--- src/hdl/lmh_pkg.sv ---
// package of constants for the display module host port
package lmh_pkg;
    // apb register byte offsets
    localparam logic [7:0] LMH_ADDR_CTRL   = 8'h00; // software status bits
    localparam logic [7:0] LMH_ADDR_RDBYTE = 8'h04; // display byte returned on reads
    localparam logic [7:0] LMH_ADDR_RXDATA = 8'h08; // received byte, read pops
    localparam logic [7:0] LMH_ADDR_INFO   = 8'h0C; // fifo level and pin view
    // control register field positions
    localparam int LMH_CTRL_STAT_LSB = 0;  // three software status bits
    localparam int LMH_CTRL_STAT_MSB = 2;
    // reset values
    localparam logic [2:0] LMH_CTRL_RST   = 3'h0;
    localparam logic [7:0] LMH_RDBYTE_RST = 8'h00;
    // received word layout: {valid, register_select, byte}
    localparam int LMH_RX_VALID_BIT = 9;
    localparam int LMH_RX_RS_BIT    = 8;
    // info register field positions
    localparam int LMH_INFO_EMPTY_BIT = 4;
    localparam int LMH_INFO_FULL_BIT  = 5;
    localparam int LMH_INFO_STYLE_BIT = 6;
    localparam int LMH_INFO_MODE_BIT  = 7;
    // bus widths and fifo shape
    localparam int LMH_DATA_W   = 8;
    localparam int LMH_WORD_W   = 9;
    localparam int LMH_FIFO_D   = 8;
    localparam int LMH_CNT_W    = 4;
    localparam logic [2:0] LMH_SER_LAST = 3'h7; // eighth serial bit index
    // serial data and clock lines
    localparam int LMH_SI_BIT  = 7;
    localparam int LMH_SCL_BIT = 6;
endpackage

--- src/hdl/lmh_host_port.sv ---
// display module host port: parallel/serial pin decoder, apb register view, and its fifo
// Operation
// access only with both chip selects active
// low reset pin returns settings to initial
// register select high means display data
// strobe style captures data on write rise
// write pin is direction in enable style
// strobe style drives bus while read low
// read pin is high enable in style
// parallel mode uses 8-bit bidirectional bus
// serial uses line 7 data, 6 clock
// serial mode keeps lines 0-5 released
// style pin high selects enable style
// mode pin high parallel, low serial
// serial mode is input only, no reads
// control read gives status upper, zeros lower
// display data writes store, reads return byte
// serial msb first, select sampled eighth bit
// inactive selects ignore strobes, release bus
//
// Local design decisions: register access over APB and the register addresses.
`timescale 1ns/1ps

// first-in first-out buffer with valid/ready on both sides
module lmh_fifo #(
    parameter int WIDTH = 9,
    parameter int DEPTH = 8,
    parameter int CNT_W = 4
) (
    input  wire logic             clk_sys_i,
    input  wire logic             clr_i,
    input  wire logic             in_valid_i,
    output logic                  in_ready_o,
    input  wire logic [WIDTH-1:0] in_data_i,
    output logic                  out_valid_o,
    input  wire logic             out_ready_i,
    output logic      [WIDTH-1:0] out_data_o,
    output logic      [CNT_W-1:0] count_o
);
    localparam int PTR_W = $clog2(DEPTH);
    logic [WIDTH-1:0] mem_q [DEPTH];   // storage words
    logic [PTR_W-1:0] wr_ptr_q;        // write index
    logic [PTR_W-1:0] rd_ptr_q;        // read index
    logic [CNT_W-1:0] cnt_q;           // fill level
    logic             push;            // word accepted
    logic             pop;             // word handed out

    assign in_ready_o  = (cnt_q != CNT_W'(DEPTH));
    assign out_valid_o = (cnt_q != '0);
    assign out_data_o  = mem_q[rd_ptr_q];
    assign count_o     = cnt_q;
    assign push        = in_valid_i && in_ready_o;
    assign pop         = out_valid_o && out_ready_i;

    // storage write, no reset needed for data
    always_ff @(posedge clk_sys_i) begin
        if (push) begin
            mem_q[wr_ptr_q] <= in_data_i;
        end
    end

    // pointers and level
    always_ff @(posedge clk_sys_i) begin
        if (clr_i) begin
            wr_ptr_q <= '0;
            rd_ptr_q <= '0;
            cnt_q    <= '0;
        end else begin
            if (push) begin
                wr_ptr_q <= (wr_ptr_q == PTR_W'(DEPTH - 1)) ? '0 : wr_ptr_q + 1'b1;
            end
            if (pop) begin
                rd_ptr_q <= (rd_ptr_q == PTR_W'(DEPTH - 1)) ? '0 : rd_ptr_q + 1'b1;
            end
            cnt_q <= cnt_q + CNT_W'(push) - CNT_W'(pop);
        end
    end
endmodule // lmh_fifo

// top: pin decoder of the host port plus apb slave
module lmh_host_port
    import lmh_pkg::*;
(
    input  wire logic        clk_sys_i,
    input  wire logic        sys_rst_i,
    // apb slave
    input  wire logic        psel,
    input  wire logic        penable,
    input  wire logic        pwrite,
    input  wire logic [7:0]  paddr,
    input  wire logic [31:0] pwdata,
    output logic             pready,
    output logic [31:0]      prdata,
    output logic             pslverr,
    // host pins
    input  wire logic        chip_select_low_n_i,
    input  wire logic        chip_select_high_i,
    input  wire logic        reset_pin_n_i,
    input  wire logic        register_select_i,
    input  wire logic        write_strobe_i,
    input  wire logic        read_strobe_i,
    input  wire logic        bus_style_select_i,
    input  wire logic        interface_mode_pin_i,
    input  wire logic [7:0]  data_bus_lines_i,
    output logic      [7:0]  data_bus_lines_o,
    output logic      [7:0]  data_bus_lines_oe_n_o,
    output logic             rx_ready_o
);
    logic                  cs_act;      // both selects active
    logic                  par_mode;    // parallel interface chosen
    logic                  enb_style;   // direction-plus-enable style
    logic                  clr;         // settings reset
    logic                  wr_prev_q;   // previous write pin
    logic                  rd_prev_q;   // previous read pin
    logic                  scl_prev_q;  // previous serial clock
    logic [7:0]            dat_prev_q;  // previous data lines
    logic                  rs_prev_q;   // previous register select
    logic [6:0]            shift_q;     // serial shift register
    logic [2:0]            bit_cnt_q;   // serial bit counter
    logic                  push_q;      // byte ready for fifo
    logic [LMH_WORD_W-1:0] push_word_q; // {rs, byte}
    logic                  fifo_rdy;    // fifo room
    logic                  fifo_vld;    // fifo holds a byte
    logic [LMH_WORD_W-1:0] fifo_word;   // head byte
    logic [LMH_CNT_W-1:0]  fifo_cnt;    // fill level
    logic                  drive;       // bus driven toward host
    logic [7:0]            dout_q;      // byte presented on the bus
    logic [2:0]            ctrl_q;      // software status bits
    logic [7:0]            rdbyte_q;    // display byte for host reads
    logic                  acc;         // apb access completes
    logic                  pop;         // apb read of receive word
    logic                  pready_q;    // apb answer flag
    logic [31:0]           prdata_q;    // apb read data
    logic                  pslverr_q;   // apb error flag

    // mapped address check, used by the error path
    function automatic logic is_mapped(input logic [7:0] a);
        return (a == LMH_ADDR_CTRL) || (a == LMH_ADDR_RDBYTE) ||
               (a == LMH_ADDR_RXDATA) || (a == LMH_ADDR_INFO);
    endfunction

    assign cs_act    = !chip_select_low_n_i && chip_select_high_i;
    assign par_mode  = interface_mode_pin_i;
    assign enb_style = bus_style_select_i;
    assign clr       = sys_rst_i || !reset_pin_n_i;

    // pin history for edge detection
    always_ff @(posedge clk_sys_i) begin
        if (clr) begin
            wr_prev_q  <= 1'b1;
            rd_prev_q  <= 1'b0;
            scl_prev_q <= 1'b0;
            dat_prev_q <= 8'h00;
            rs_prev_q  <= 1'b0;
        end else begin
            wr_prev_q  <= write_strobe_i;
            rd_prev_q  <= read_strobe_i;
            scl_prev_q <= data_bus_lines_i[LMH_SCL_BIT];
            dat_prev_q <= data_bus_lines_i;
            rs_prev_q  <= register_select_i;
        end
    end

    // serial shifter: msb first on clock rise, select taken with bit eight
    always_ff @(posedge clk_sys_i) begin
        if (clr || par_mode || !cs_act) begin
            shift_q   <= 7'h00;
            bit_cnt_q <= 3'h0;
        end else if (data_bus_lines_i[LMH_SCL_BIT] && !scl_prev_q) begin
            shift_q   <= {shift_q[5:0], data_bus_lines_i[LMH_SI_BIT]};
            bit_cnt_q <= bit_cnt_q + 3'h1;
        end
    end

    // byte capture from all three access styles
    always_ff @(posedge clk_sys_i) begin
        if (clr) begin
            push_q      <= 1'b0;
            push_word_q <= '0;
        end else begin
            push_q <= 1'b0;
            if (cs_act) begin
                if (!par_mode) begin
                    // serial byte completes on the eighth rising clock
                    if (data_bus_lines_i[LMH_SCL_BIT] && !scl_prev_q &&
                        bit_cnt_q == LMH_SER_LAST) begin
                        push_q      <= 1'b1;
                        push_word_q <= {register_select_i, shift_q,
                                        data_bus_lines_i[LMH_SI_BIT]};
                    end
                end else if (!enb_style) begin
                    // strobe style: latch on write pin rise
                    if (write_strobe_i && !wr_prev_q) begin
                        push_q      <= 1'b1;
                        push_word_q <= {rs_prev_q, dat_prev_q};
                    end
                end else begin
                    // enable style: write when enable falls with direction low
                    if (!read_strobe_i && rd_prev_q && !wr_prev_q) begin
                        push_q      <= 1'b1;
                        push_word_q <= {rs_prev_q, dat_prev_q};
                    end
                end
            end
        end
    end

    // read drive window, parallel only
    always_comb begin
        drive = 1'b0;
        if (cs_act && par_mode) begin
            if (enb_style) begin
                drive = read_strobe_i && write_strobe_i;
            end else begin
                drive = !read_strobe_i;
            end
        end
    end

    // output enables: serial leaves every line released
    assign data_bus_lines_oe_n_o = drive ? 8'h00 : 8'hFF;
    assign data_bus_lines_o      = dout_q;

    // byte offered to the host: status nibble or display byte
    always_ff @(posedge clk_sys_i) begin
        if (clr) begin
            dout_q <= 8'h00;
        end else if (register_select_i) begin
            dout_q <= rdbyte_q;
        end else begin
            dout_q <= {!fifo_rdy, ctrl_q, 4'h0};
        end
    end

    // receive buffer, drained by software
    lmh_fifo #(
        .WIDTH (LMH_WORD_W),
        .DEPTH (LMH_FIFO_D),
        .CNT_W (LMH_CNT_W)
    ) u_fifo (
        .clk_sys_i   (clk_sys_i),
        .clr_i       (clr),
        .in_valid_i  (push_q),
        .in_ready_o  (fifo_rdy),
        .in_data_i   (push_word_q),
        .out_valid_o (fifo_vld),
        .out_ready_i (pop),
        .out_data_o  (fifo_word),
        .count_o     (fifo_cnt)
    );
    assign rx_ready_o = fifo_rdy;

    assign acc = psel && penable && pready_q;
    assign pop = acc && !pwrite && (paddr == LMH_ADDR_RXDATA);

    // apb answer: one wait state, read data latched then
    always_ff @(posedge clk_sys_i) begin
        if (sys_rst_i) begin
            pready_q  <= 1'b0;
            prdata_q  <= 32'h0000_0000;
            pslverr_q <= 1'b0;
        end else if (psel && penable && !pready_q) begin
            pready_q  <= 1'b1;
            pslverr_q <= !is_mapped(paddr);
            prdata_q  <= 32'h0000_0000;
            if (!pwrite) begin
                case (paddr)
                    LMH_ADDR_CTRL:   prdata_q <= {29'h0, ctrl_q};
                    LMH_ADDR_RDBYTE: prdata_q <= {24'h0, rdbyte_q};
                    LMH_ADDR_RXDATA: prdata_q <= {22'h0, fifo_vld, fifo_word};
                    LMH_ADDR_INFO:   prdata_q <= {24'h0, par_mode, enb_style,
                                                  !fifo_rdy, !fifo_vld, fifo_cnt};
                    default:         prdata_q <= 32'h0000_0000;
                endcase
            end
        end else begin
            pready_q  <= 1'b0;
            pslverr_q <= 1'b0;
        end
    end
    assign pready  = pready_q;
    assign prdata  = prdata_q;
    assign pslverr = pslverr_q;

    // software settings, also cleared by the reset pin
    always_ff @(posedge clk_sys_i) begin
        if (clr) begin
            ctrl_q   <= LMH_CTRL_RST;
            rdbyte_q <= LMH_RDBYTE_RST;
        end else if (acc && pwrite) begin
            if (paddr == LMH_ADDR_CTRL) begin
                ctrl_q <= pwdata[LMH_CTRL_STAT_MSB:LMH_CTRL_STAT_LSB];
            end
            if (paddr == LMH_ADDR_RDBYTE) begin
                rdbyte_q <= pwdata[7:0];
            end
        end
    end
endmodule // lmh_host_port

--- config.mk ---
export PLATFORM = sky130hd
export DESIGN_NAME = lmh_host_port
export DESIGN_NICKNAME = d
export VERILOG_FILES = /design/src/hdl/lmh_pkg.sv /design/src/hdl/lmh_host_port.sv
export SDC_FILE = /design/constraint.sdc
export NUM_CORES = 1
export LEC_CHECK = 0
export BUFFER_PORTS_ARGS = -buffer_cell sky130_fd_sc_hd__buf_2
export CORE_AREA = 2 2 115 117
export DETAILED_ROUTE_END_ITERATION = 6
export DIE_AREA = 0 0 117 119
export GPL_ROUTABILITY_DRIVEN = 0
export PLACE_DENSITY = 0.8
export SKIP_CTS_REPAIR_TIMING = 1
export SYNTH_ARGS = -nofsm -noshare
export SYNTH_HDL_FRONTEND = slang
export SYNTH_SLANG_ARGS = --single-unit
--- constraint.sdc ---
create_clock -name clk_sys_i -period 3.45 [get_ports clk_sys_i]
set_clock_uncertainty 0.15 [all_clocks]
set_input_delay 0.5175 -clock clk_sys_i [delete_from_list [all_inputs] [get_ports clk_sys_i]]
set_output_delay 0.5175 -clock clk_sys_i [all_outputs]
set_load 0.01 [all_outputs]
---- Word-level counts from Yosys, hierarchy flattened ----
Memory sizes are Yosys's and may differ from the RTL's. A register that Yosys moved wholly into a read port is not among the register bits.
Cells that the tools add are included.
storage, ports and cells
  flip-flop bits (word level) ............. 95
  bits in writable memories ............... 72
  input bits .............................. 61
  output and inout port bits .............. 51
  logic and storage cells ................. 102
  memories ................................ 1
memory list
  name          words  bits a word  rd ports  clocked after Yosys merged registers in  write ports  line                 text
  u_fifo.mem_q  8      9            1         1                                        1            lmh_host_port.sv:41  logic [WIDTH-1:0] mem_q [DEPTH];
operators by class
  add/sub/neg operators ................... 5
  eq/ne operators ......................... 9
  multiplexer cells ....................... 23
  bitwise logic cells ..................... 3
  reduce and logical (&&, ||, !) cells .... 42
operators with widths
  cell                   count
  $mux W9                5
  $pmux W10 S4           1
  $eq A8 B4 Y1 const B   2
  $logic_and A1 B1 Y1    16
  $mux W8                2
  $mux W3                4
  $logic_not A1 Y1       11
  $mux W1                10
  $mux W10               1
  $add A3 B1 Y3 const B  3
  $eq A3 B3 Y1 const B   3
  $eq A8 B3 Y1 const B   1
  $logic_not A8 Y1       1
  $logic_or A1 B1 Y1     6
  $ne A3 B2 Y1 const B   2
  $reduce_or A2 Y1       3
  $add A4 B1 Y4          1
  $ne A4 B4 Y1 const B   1
  $reduce_and A2 Y1      2
  $reduce_and A4 Y1      1
  $reduce_bool A4 Y1     1
  $sub A4 B1 Y4          1
  $not A1 Y1             3
  $reduce_bool A2 Y1     1

---- Logic depth before layout (Yosys ltp) ----
  word-level depth ........................ 7
  mapped depth ............................ 11
  depth with buffers taken out ............ 10

---- By module ----
Synthesis repeated with hierarchy kept, for this count alone.
second synthesis, totals
  cells, all modules ...................... 474
  area total of the unflattened synthesis .. 6,221.0 µm²
by module, submodules not included
  module         instances  cells each  area each (µm²)  sequential area each (µm²)
  lmh_fifo       1          180         3,495.9          2,422.3
  lmh_host_port  1          294         2,725.1          1,241.2

---- Least setup slack after synthesis ----
OpenSTA, ideal clock, no wires.
  path kind ............................... input-to-reg
  from .................................... input paddr[1]
  to ...................................... register u_fifo.cnt_q[3], in the netlist u_fifo.count_o[3]
  library setup time ...................... 0.128 ns
  arrival time ............................ 2.344 ns
  required time ........................... 3.172 ns
  setup slack ............................. 0.829 ns
  cell stages on the path ................. 11
  path through ............................ nor4_4 and2_1 buf_2 and3_1 buf_4 nand2b_1 ha_1 a21o_1 a21oi_1 xnor2_1 nor2_1
between the ends
  longest elaborated chain between the ends .. 4
RTL lines
  element               line                  text
  start, declared       lmh_host_port.sv:90   input wire logic [7:0] paddr,
  $eq A8 B4 Y1          lmh_host_port.sv:254  assign pop = acc && !pwrite && (paddr == LMH_ADDR_RXDATA);
  $logic_and A1 B1 Y1   lmh_host_port.sv:254
  $logic_and A1 B1 Y1   lmh_host_port.sv:53   assign pop = out_valid_o && out_ready_i;
  $sub A4 B1 Y4         lmh_host_port.sv:75   cnt_q <= cnt_q + CNT_W'(push) - CNT_W'(pop);
  end signal, assigned  lmh_host_port.sv:75
  end, declared         lmh_host_port.sv:44   logic [CNT_W-1:0] cnt_q;
No other way between the ends.
A chain may end at the register's enable or synchronous reset.

==> metrics.csv <==
metric,value,unit
status,finished clean,
number of remaining DRC errors,0,
Final Hold Vio Count,0,
Root Buffer,clkbuf_16,
WL met3,529,µm
worst path cell trace,buf_4 -> mux4_1 -> mux2_2 -> a221oi_2 -> nor2_1,
WL met2,6510,µm
PortBufs,65,
Post-Synth XOR/XNOR Area,0.561,%
Die ar.,0.0139,mm²
Post-Layout Cell Count,742,
CTS Buf Count,17,
I/O pins,112,
min cycle time layout,2610,ps
"most common cell after layout, fill and taps aside",dfxtp_1,
Yosys cell types,47,
num rows,42,
slew margin rel.,43.3,%
Tightest Pin Transition,850,ps
worst path buffer plus inverter count,1,
CTS tree,built,
CP Data Arrival Time,2740,ps
Starting Density,48.5,%
final setup fails,0,
Top Metal Used,met4,
final worst setup slack,845,ps
Mapped Area,0.00625,mm²
"EDFF count, synth",72,
Crit-path slowest cell,dfxtp_1,
H-tree Lvls,4,
fmax,384,MHz
number of synthesized register bits,147,
total gr overflow,0,
Post-synth ARST share,0,%
initial drt markers,320,
Metal-1 WL,5330,µm
crit-path max FO,11,
number of global-route vias before repair,3940,
hpwl dp,8710,µm
placed insts,710,
pre-CTS WS,660,ps
DR WL/cell,17.1,µm
antenna cells,0,
Worst Setup End Kind,flop,
initial antenna violation count,0,
Adder-Cell Fraction of Synth Area,2.52,%
worst-skew pair later-pin latency,420,ps
max-slew violation count,0,
Required @ worst endpoint,3580,ps
Max Cap Viol,0,
RSZ-0062 raised after global routing,false,
P_leak,2.62,nW
via/cell ratio,5.36,
WL final,12700,µm
Placed Area,0.00664,mm²
"Non-Filler Cell Area, Final",0.00717,mm²
crit start category,flop,
Clock Path Buffers,2,
via count,3979,
Final ANT Viol Nets,0,
Post-Synth Simple-Gate Area,12.4,%
peak supply drop,396,µV
setup tns final,0,ps
WS Path Type,reg -> reg,
largest family of logic cells by synthesized area,multiplexers,
"CTS clk-pin slew, worst paths",60,ps
"Area growth, synth to finish",14.7,%
Layout Nets,626,
largest net degree at the start of global routing,22,
multiplexer share of the synthesized area,13.1,%
max incr delay on CP,770,ps
power per cell area,500,mW/mm²
Crit path max-delay family,multiplexers,
clock sink count,147,
yosys warns,0,
Die Ht,119,µm
Core Area,0.0129,mm²
Final Cycle Share,75.5,%
Synth Area in Compound Gates,6.81,%
Gate Count Post-Synth,488,
layout cells sized above 1,21.9,%
most frequent cells in the layout,"dfxtp_1, edfxtp_1, buf_2, nand2_1, a21oi_1",
total track usage,19.0,%
Worst Hold Class,in -> reg,
global-route wire length before repair,20000,µm
ys flop type,dfxtp_1,
Pre-antenna DRT Iters,5,
Die X,117,µm
register area share after synthesis,58.6,%
syn_area_per_cell,12.8,µm²
[per-stage QoR]
step	util, %	total power, mW	hold WS [ps]
after floorplan	-	1.96	286
after global placement	51.5	1.99	296
after detailed placement	51.5	1.99	307
after CTS	55.7	3.61	129
after global routing	55.7	3.70	139
final	55.7	3.59	142
[metal layers]
layer	global-route usage (%)	up-vias
met5	0	-
met4	8.38	0
met3	4.22	23
met2	32.5	131
met1	22.8	1941
li1	-	1884
[cell usage after synthesis (4+ instances only)]
library cell  count  area [µm²]
and3_1            7        43.8
inv_1             7        26.3
ha_1             11         138
o21ai_0          11        55.1
nand3b_1          5        37.5
nand3_1          15        75.1
edfxtp_1         72        2160
nor3_1            4        20.0
a221oi_1          5        43.8
a21oi_1          30         150
nand2_1          43         161
dfxtp_1          75        1500
mux2_2           11         124
nor2b_1           6        37.5
a211oi_1         10        75.1
mux4_1           16         420
and2_1           14        87.6
and3b_1          12         105
nor2_1           22        82.6
clkbuf_1         16        60.1
buf_4            30         225
mux2i_1          23         230
nand2b_1          6        37.5
[power by group]
part | internal, mW | leakage (nW) | switching, mW
clock network | 0.940 | 0.255 | 0.692
logic | 0.0461 | 1.09 | 0.0783
registers | 1.83 | 1.27 | 0.00539
total | 2.81 | 2.62 | 0.775
[registers in the layout (all words and copies together), names as in the netlist, named ones only]
register          flops
rd_prev_q             1
prdata               10
dat_prev_q            8
wr_prev_q             1
push_word_q           9
push_q                1
u_fifo.count_o        4
u_fifo.wr_ptr_q       3
rs_prev_q             1
pslverr               1
u_fifo.mem_q         72
shift_q               7
pready                1
u_fifo.rd_ptr_q       3
ctrl_q                3
bit_cnt_q             3
data_bus_lines_o      8
rdbyte_q              8
[kinds of logic (layout without fill, tap and decap cells)]
kind of cell,after synthesis,in the layout
DFF,147,147
and+or+nand+nor,144,144
AOI/OAI and AO/OA,67,67
buffers and inverters,61,118
muxes,52,52
adders and majority gates,12,12
xor gates and xnor gates,4,4
other,1,22
[final cells by class]
type | count | area, µm²
flip-flops and latches | 147 | 3660
repair buffers | 79 | 430
clock inverters | 11 | 81.3
fillers | 1014 | 5710
clock buffers | 21 | 450
multi-input cells | 301 | 2300
well taps | 176 | 220
inverters | 7 | 26.3
[worst paths after layout]
path                            depth (start not counted)                        to  slack, ps                     from
worst max-delay path                                    5    prdata[7]$_SDFFE_PP0P_        840                     flop
worst min-delay path                                    2  dat_prev_q[3]$_SDFF_PP0_        140      data_bus_lines_i[3]
worst max register to register                          5    prdata[7]$_SDFFE_PP0P_        840                     flop
worst min register to register                          2   shift_q[4]$_SDFFE_PP0P_        320  shift_q[3]$_SDFFE_PP0P_
No activity file was read; power rests on OpenSTA's default activity.
